**src/dsc_pkg.sv**
```systemverilog
// Package of constants and types for the dual-slope conversion sequencer
package dsc_pkg;
  // Phase select codes {first, second}
  localparam logic [1:0] SEL_AUTOZERO = 2'h1;
  localparam logic [1:0] SEL_INTEGRATE = 2'h2;
  localparam logic [1:0] SEL_RAMP = 2'h3;
  localparam logic [1:0] SEL_INTZERO = 2'h0;
  // Clock and times
  localparam int CLK_HZ = 25000000;
  localparam int INTZERO_FIXED_US = 2000;
  localparam int INTZERO_FIXED_CYC = (CLK_HZ / 1000000) * INTZERO_FIXED_US;
  // Default integrate count: 40 ms, a multiple of the 50 Hz line period
  localparam int INTEGRATE_MS = 40;
  localparam int INTEGRATE_CYC = (CLK_HZ / 1000) * INTEGRATE_MS;
  localparam int COUNT_W = 24;
  localparam logic [COUNT_W-1:0] COUNT_RESET = 24'h000000;
  // Ramp cycles until the comparator can show its response to the ramp code
  localparam int RAMP_SETTLE_CYC = 2;

  typedef enum logic [2:0] {
    DSC_IDLE     = 3'b000,
    DSC_AUTOZERO = 3'b001,
    DSC_INTEG    = 3'b010,
    DSC_RAMP     = 3'b011,
    DSC_INTZERO  = 3'b100
  } dsc_state_t;
endpackage

```
**src/dsc_phase_if.sv**
```systemverilog
// Interface carrying phase code and comparator sample between modules
`timescale 1ns/1ps
interface dsc_phase_if;
  logic [1:0] phase_sel;
  logic       comp;
  logic       comp_low;
  modport ctrl (output phase_sel, input comp_low, input comp);
  modport pins (input phase_sel, output comp_low, output comp);
endinterface

```
**src/dsc_pin_stage.sv**
```systemverilog
// Pin stage: registered phase select outputs, comparator passed through unregistered
`timescale 1ns/1ps
module dsc_pin_stage (
  // Clock and reset
  input  wire logic clk_i,
  input  wire logic rst_n_i,
  // Pins
  input  wire logic comp_i,
  output logic      sel_a_o,
  output logic      sel_b_o,
  // Controller side
  dsc_phase_if.pins pif
);
  logic [1:0] sel_q;

  always_ff @(posedge clk_i or negedge rst_n_i) begin
    if (!rst_n_i) begin
      sel_q <= dsc_pkg::SEL_INTZERO;
    end else begin
      sel_q <= pif.phase_sel;
    end
  end

  assign sel_a_o      = sel_q[1];
  assign sel_b_o      = sel_q[0];
  assign pif.comp     = comp_i;
  assign pif.comp_low = ~comp_i;
endmodule

```
**src/dsc_sequencer.sv**
```systemverilog
// Top: controller that sequences a dual-slope converter front end
// Contract
// Integration lasts a fixed programmed count of own clock cycles.
// Front end picks reference polarity itself; no polarity output here.
// Comparator falling during ramp means conversion complete.
// Count clock periods from ramp start until completion.
// Integrator-zero may end once comparator returns high.
// Comparator stays low through integration for negative input.
// Near-zero negative input may give no falling edge at all.
// Polled mode ends ramp on first low comparator sample.
// Interrupt mode samples at ramp start; low ends ramp at once.
// Integration count configurable as multiple of line period.
// Phase codes: autozero 01, integrate 10, ramp 11, intzero 00.
// Comparator level at end of integration stored as sign, high positive.
// Comparator ignored during autozero and integrator-zero; code reads it in integrator-zero unless iz_fixed_i is set.
// Integrator-zero alternatively runs a fixed interval of about 2 ms.
// Phases run autozero, integrate, ramp, intzero, then repeat.
// Autozero defaults to integrate count; overrange at maximum ramp count.
`timescale 1ns/1ps
module dsc_sequencer #(
  parameter int COUNT_W = dsc_pkg::COUNT_W,
  parameter int INT_CYCLES = dsc_pkg::INTEGRATE_CYC,
  parameter int IZ_CYCLES = dsc_pkg::INTZERO_FIXED_CYC
) (
  // Clock and reset
  input  wire logic               clk_i,
  input  wire logic               rst_n_i,
  // Control
  input  wire logic               start_i,
  input  wire logic               continuous_i,
  input  wire logic               edge_mode_i,
  input  wire logic               iz_fixed_i,
  input  wire logic               az_separate_i,
  input  wire logic [COUNT_W-1:0] az_count_i,
  input  wire logic [COUNT_W-1:0] int_count_i,
  // Front end pins
  input  wire logic               comp_i,
  output logic                    sel_a_o,
  output logic                    sel_b_o,
  // Result
  output logic                    busy_o,
  output logic                    done_o,
  output logic [COUNT_W-1:0]      deintegrate_count_o,
  output logic                    sign_o,
  output logic                    overrange_o,
  output logic                    irq_armed_o
);
  if (COUNT_W < 8 || COUNT_W > 32) begin : g_bad_width
    $error("COUNT_W out of range");
  end
  if (INT_CYCLES < 1 || IZ_CYCLES <= dsc_pkg::RAMP_SETTLE_CYC) begin : g_bad_cycles
    $error("cycle counts out of range");
  end
  if ((IZ_CYCLES >> COUNT_W) != 0) begin : g_bad_iz
    $error("IZ_CYCLES does not fit the counter");
  end

  localparam logic [COUNT_W-1:0] CNT_MAX = {COUNT_W{1'b1}};
  localparam logic [COUNT_W-1:0] CNT_ONE = {{(COUNT_W-1){1'b0}}, 1'b1};
  localparam logic [COUNT_W-1:0] IZ_LEN = IZ_CYCLES[COUNT_W-1:0];
  localparam logic [COUNT_W-1:0] SETTLE = COUNT_W'(dsc_pkg::RAMP_SETTLE_CYC);

  dsc_phase_if pif ();

  dsc_pin_stage u_pins (
    .clk_i   (clk_i),
    .rst_n_i (rst_n_i),
    .comp_i  (comp_i),
    .sel_a_o (sel_a_o),
    .sel_b_o (sel_b_o),
    .pif     (pif)
  );

  dsc_pkg::dsc_state_t state_q, state_d;
  logic [COUNT_W-1:0] timer_q, timer_d;
  logic [COUNT_W-1:0] int_len_q;
  logic [COUNT_W-1:0] result_q, result_d;
  logic               sign_q, sign_d;
  logic               ovr_q, ovr_d;
  logic               done_q;
  logic               armed_q, armed_d;
  logic               comp_prev_q;

  // Decodes
  wire logic [COUNT_W-1:0] int_len = (int_count_i == '0) ? CNT_ONE : int_count_i;
  wire logic [COUNT_W-1:0] az_len = az_separate_i ? az_count_i : int_len;
  wire logic timer_done = (timer_q == CNT_ONE);
  wire logic fall_edge = comp_prev_q & ~pif.comp;
  // Comparator trusted once it has responded to the ramp code at the pins
  wire logic ramp_live = (timer_q >= SETTLE);
  wire logic ramp_first = (timer_q == SETTLE);
  wire logic edge_wait = edge_mode_i & ~ramp_first;
  // Ramp ends on low sample (polled) or on edge / low-at-start (armed)
  wire logic ramp_end = ramp_live & (edge_wait ? fall_edge : pif.comp_low);
  wire logic ramp_max = (timer_q == CNT_MAX);
  wire logic iz_end = iz_fixed_i ? timer_done : pif.comp;
  wire logic go = start_i | continuous_i;

  // Phase code drive
  always_comb begin
    case (state_q)
      dsc_pkg::DSC_AUTOZERO: pif.phase_sel = dsc_pkg::SEL_AUTOZERO;
      dsc_pkg::DSC_INTEG:    pif.phase_sel = dsc_pkg::SEL_INTEGRATE;
      dsc_pkg::DSC_RAMP:     pif.phase_sel = dsc_pkg::SEL_RAMP;
      default:               pif.phase_sel = dsc_pkg::SEL_INTZERO;
    endcase
  end

  // Sequencer
  always_comb begin
    state_d  = state_q;
    timer_d  = timer_q;
    result_d = result_q;
    sign_d   = sign_q;
    ovr_d    = ovr_q;
    armed_d  = armed_q;
    case (state_q)
      dsc_pkg::DSC_IDLE: begin
        if (go) begin
          state_d = dsc_pkg::DSC_AUTOZERO;
          timer_d = (az_len == '0) ? CNT_ONE : az_len;
        end
      end
      // Comparator is not looked at here
      dsc_pkg::DSC_AUTOZERO: begin
        timer_d = timer_q - CNT_ONE;
        if (timer_done) begin
          state_d = dsc_pkg::DSC_INTEG;
          timer_d = int_len_q;
        end
      end
      dsc_pkg::DSC_INTEG: begin
        timer_d = timer_q - CNT_ONE;
        if (timer_done) begin
          state_d = dsc_pkg::DSC_RAMP;
          sign_d  = pif.comp;
          armed_d = 1'b0;
          timer_d = '0;
          ovr_d   = 1'b0;
        end
      end
      dsc_pkg::DSC_RAMP: begin
        timer_d = timer_q + CNT_ONE;
        if (ramp_first && edge_mode_i) begin
          armed_d = pif.comp;
        end
        if (ramp_end || ramp_max) begin
          state_d  = dsc_pkg::DSC_INTZERO;
          result_d = timer_q;
          ovr_d    = ramp_max & ~ramp_end;
          armed_d  = 1'b0;
          timer_d  = IZ_LEN;
        end
      end
      dsc_pkg::DSC_INTZERO: begin
        timer_d = timer_q - CNT_ONE;
        if (iz_end) begin
          state_d = go ? dsc_pkg::DSC_AUTOZERO : dsc_pkg::DSC_IDLE;
          timer_d = (az_len == '0) ? CNT_ONE : az_len;
        end
      end
      default: begin
        state_d = dsc_pkg::DSC_IDLE;
      end
    endcase
  end

  always_ff @(posedge clk_i or negedge rst_n_i) begin
    if (!rst_n_i) begin
      state_q     <= dsc_pkg::DSC_IDLE;
      timer_q     <= COUNT_W'(dsc_pkg::COUNT_RESET);
      int_len_q   <= CNT_ONE;
      result_q    <= '0;
      sign_q      <= 1'b0;
      ovr_q       <= 1'b0;
      done_q      <= 1'b0;
      armed_q     <= 1'b0;
      comp_prev_q <= 1'b0;
    end else begin
      state_q     <= state_d;
      timer_q     <= timer_d;
      result_q    <= result_d;
      sign_q      <= sign_d;
      ovr_q       <= ovr_d;
      armed_q     <= armed_d;
      comp_prev_q <= pif.comp;
      done_q      <= (state_q == dsc_pkg::DSC_RAMP) && (state_d == dsc_pkg::DSC_INTZERO);
      if (state_q != dsc_pkg::DSC_AUTOZERO && state_d == dsc_pkg::DSC_AUTOZERO) begin
        int_len_q <= int_len;
      end
    end
  end

  assign busy_o              = (state_q != dsc_pkg::DSC_IDLE);
  assign done_o              = done_q;
  assign deintegrate_count_o = result_q;
  assign sign_o              = sign_q;
  assign overrange_o         = ovr_q;
  assign irq_armed_o         = armed_q;
endmodule

```
**config.mk**
```make
export PLATFORM = sky130hd
export DESIGN_NAME = dsc_sequencer
export DESIGN_NICKNAME = d
export VERILOG_FILES = /design/src/dsc_pkg.sv /design/src/dsc_phase_if.sv /design/src/dsc_pin_stage.sv /design/src/dsc_sequencer.sv
export SDC_FILE = /design/constraint.sdc
export NUM_CORES = 1
export LEC_CHECK = 0
export ABC_AREA = 1
export BUFFER_PORTS_ARGS = -buffer_cell sky130_fd_sc_hd__buf_2
export CORE_MARGIN = 2
export CORE_UTILIZATION = 40
export DETAILED_ROUTE_END_ITERATION = 10
export HOLD_SLACK_MARGIN = 0.08
export MAX_ROUTING_LAYER = met4
export RECOVER_POWER = 100
export SLEW_MARGIN = 20
export SYNTH_ARGS = -nofsm -noshare
export SYNTH_HDL_FRONTEND = slang
export SYNTH_HIERARCHICAL = 1
export SYNTH_SLANG_ARGS = --single-unit
export TNS_END_PERCENT = 5
```
**constraint.sdc**
```tcl
create_clock -name clk_i -period 2.81 [get_ports clk_i]
set_input_delay 0.281 -clock clk_i [delete_from_list [all_inputs] [get_ports clk_i]]
set_output_delay 0.281 -clock clk_i [all_outputs]
set_load 0.01 [all_outputs]
```
==> flow_metrics.py <==
metrics = {
    "sta": {
        "finClkSkew_ns": 0.00862,
        "drv_slew": 33,
        "fin_crit_sh_pct": 90.6,
        "finalSetupViolCount": 0,
        "finalCriticalPeriod_ns": 2.55,
        "fin_setup_tns_ns": 0,
        "tightest_slew_ns": 1.91,
        "grt_setup_unrepaired": "no",
        "fmax_mhz": 393,
        "max_slew_margin_pct": -27.6,
        "finalHoldViolCount": 0,
    },
    "clock_tree": {
        "clockBufferDepth": 2,
        "clk_pin_slew_ns": 0.06,
        "numCtsBuffers": 9,
        "cts.sinks": 82,
        "cts_max_level": 3,
        "cts_tree": "done",
        "cts-root-buf": "clkbuf_16",
        "clk_latency_ns": 0.36,
    },
    "worst_setup_path": {
        "end_kind": "register",
        "cp.arrival_ns": 2.78,
        "cp_cell_sequence": "inv_1, ha_1, nand2_1, nor2_1, inv_2, nor2_4, nand2_1, nand3_1, nand2_1, a22oi_1, nand2_1, o21ai_0, inv_1",
        "crit_required_ns": 3.05,
        "crit_path_max_fanout": 7,
        "worstRegToRegCells": 13,
        "path_class": "register to register",
        "reg2reg_slack_ns": 0.26,
        "timing.rr.start": "timer_q[1]",
        "reg2reg_to": "timer_q[3]",
        "crit_path_start_kind": "register",
        "cp_slowest_cell": "dfrtp_1",
        "path_common_cell": "nand2_1",
        "slowest_delay_ns": 0.45,
    },
    "synthesis": {
        "yosys.area.top_type": "dfrtp_1",
        "synth.area.top_cells": "dfrtp_1 32%, nand2_1 20%, inv_1 5.8%, xor2_1 4.6%, nor2_1 4.3%",
        "ys.flop_type": "dfrtp_1",
        "syn_area_um2": 6240,
        "synth-edff-count": 0,
        "ys_seq_area_share_pct": 32.9,
        "synthCells": 926,
        "async_flop_share_pct": 100,
        "ys_ff_latch": 82,
        "yosysWarnings": 6,
        "yosys.area.top_type_share_pct": 32.5,
        "yosysUniqueCellTypes": 43,
        "syn_avg_cell_area_um2": 6.74,
        "synth_nets": 986,
    },
    "routing": {
        "ant_nets": 0,
        "drc": 0,
        "drtIter0Drc": 512,
        "wl_per_cell_um": 15.7,
        "viasPerCell": 5.04,
        "first_pass_iters": 6,
        "num_vias": 6001,
        "routed_wl_mm": 18.6,
    },
    "cells_and_area": {
        "final_cells": 1191,
        "finalInstanceArea_um2": 6910,
        "final_common_cell": "nand2_1",
        "diodes": 0,
        "drive_gt1_share_pct": 14.1,
        "synthToLayoutAreaGrowth_pct": 10.8,
        "final_cell_mix": "326 x nand2_1, 97 x inv_1, 85 x o21ai_0, 80 x dfrtp_1, 72 x nor2_1",
        "nets": 1058,
        "nFillCells": 1731,
    },
    "global_route": {
        "use_met2_pct": 32.3,
        "busiest_layer": "met1",
        "antenna_found_initial": 0,
        "use_met3_pct": 3.04,
        "grt_max_degree": 51,
        "use_met1_pct": 36.3,
        "grt_pass1_wl_mm": 29.8,
        "grt_pass1_vias": 5527,
        "grt_usage_pct": 24.0,
        "grt_overflow_total": 0,
    },
    "min_path": {
        "holdPathStages": 3,
        "hold_path.class": "input pin to register",
        "worstHoldStart": "int_count_i[21]",
        "min_to": "int_len_q[21]",
    },
    "floorplanning": {
        "io_pins": 87,
        "core_um2": 15200,
        "die_y_um": 129,
        "die_x_um": 129,
        "rows": 45,
        "die_area_um2": 16600,
        "start_util_pct": 41.0,
    },
    "outcome": {
        "status": "complete, but fails checks",
        "violations": "capacitance limit, slew limit",
    },
    "placement": {
        "placed_cell_area_um2": 6770,
        "io_buffers": 86,
        "dp.cells": 1173,
        "dpl.hpwl_mm": 14.3,
        "gp_congestion": 0.996,
    },
    "run": {
        "drv_cap": 1,
    },
    "power_and_ir_drop": {
        "ir_worst_vdd_uv": 363,
        "cellPowerDensity_nw_per_um2": 874,
        "p_leak_nw": 3.42,
    },
}
==> sequential cells by signal, summed over array words and instances (netlist names) <==
signal,flops
u_pins/sel_q,2
irq_armed_o,1
int_len_q,24
sign_o,1
deintegrate_count_o,24
overrange_o,1
timer_q,24
done_o,1
state_q,3
comp_prev_q,1
==> report_power, final <==
group	switching, mW	internal, mW
Sequential	0.524	1.63
Clock	0.485	0.687
Combinational	1.78	0.934
==> through the flow <==
step	worst slack (ns)	power, mW	utilization (%)	hold WS (ns)
after CTS	0.204	6.13	46.5	0.202
after global routing	0.0762	6.55	45.5	0.236
final	0.265	6.04	45.5	0.209
after floorplan	0.808	4.13	-	-0.0146
after global placement	0.277	4.91	44.6	0.272
after detailed placement	0.236	4.93	44.6	0.268
==> metal layers <==
layer / part of all wire, % / up-vias
met5: 0 / -
met1: 52 / 2678
met2: 40 / 213
met3: 6.0 / 27
met4: 2.3 / 0
li1: - / 3083
==> how the worst max path moves through the flow <==
stage                     startpoint                       to  slack (ns)  depth (start not counted)
after floorplan           timer_q[0]               timer_q[1]        0.81                         13
after global placement    timer_q[0]  deintegrate_count_o[20]        0.28                         11
after detailed placement  timer_q[0]  deintegrate_count_o[22]        0.24                         11
after CTS                 timer_q[0]  deintegrate_count_o[22]        0.20                         11
after global routing      timer_q[1]               timer_q[3]        0.08                         13
final                     timer_q[1]               timer_q[3]        0.26                         13
==> synth_stat cells (12+ instances only) <==
cell and instances:
nand2_1 325, inv_1 97, o21ai_2 27, buf_2 15, o21ai_0 53, nand2_2 13
nand4_1 38, clkbuf_1 14, nand3_1 46, or2_2 12, xor2_1 33, dfrtp_1 81
nor2_1 71
==> logic make-up (layout without fill, tap and decap cells) <==
group | count (synthesis) | after routing | synth area share, %
buffers and inverters | 147 | 224 | 10.8
AND/OR/NAND/NOR | 547 | 547 | 39.3
XOR/XNOR | 34 | 34 | 4.77
flip-flops | 82 | 82 | 32.9
adder cells (fa/ha/maj) | 4 | 4 | 0.802
AO/OA/AOI/OAI | 112 | 112 | 11.4
==> critical path: cells and delay by family, from the launching register on <==
| family | cells | cell delay (ns) |
|---|---|---|
| buf+inv | 3 | 0.31 |
| simple gates | 7 | 1.07 |
| fa+ha+maj | 1 | 0.20 |
| flops | 1 | 0.45 |
| compound gates | 2 | 0.41 |
==> cell type report <==
class / instances / area (µm²) / share of cell area (%)
multi-input combinational: 697 / 3400 / 49.2
sequential: 82 / 2050 / 29.7
timing repair buffer: 104 / 546 / 7.89
inverter: 104 / 394 / 5.70
clock buffer: 13 / 240 / 3.48
tap: 188 / 235 / 3.40
clock inverter: 3 / 40.0 / 0.579
==> timing repair <==
action | CTS | global route
hold buffers | 2 | 0
setup buffers | 0 | 0
setup endpoints to repair | 0 | 17
endpoints found under the hold margin | 33 | 0
gates resized for setup | 0 | 1
Power figures use the tool's default switching activity.
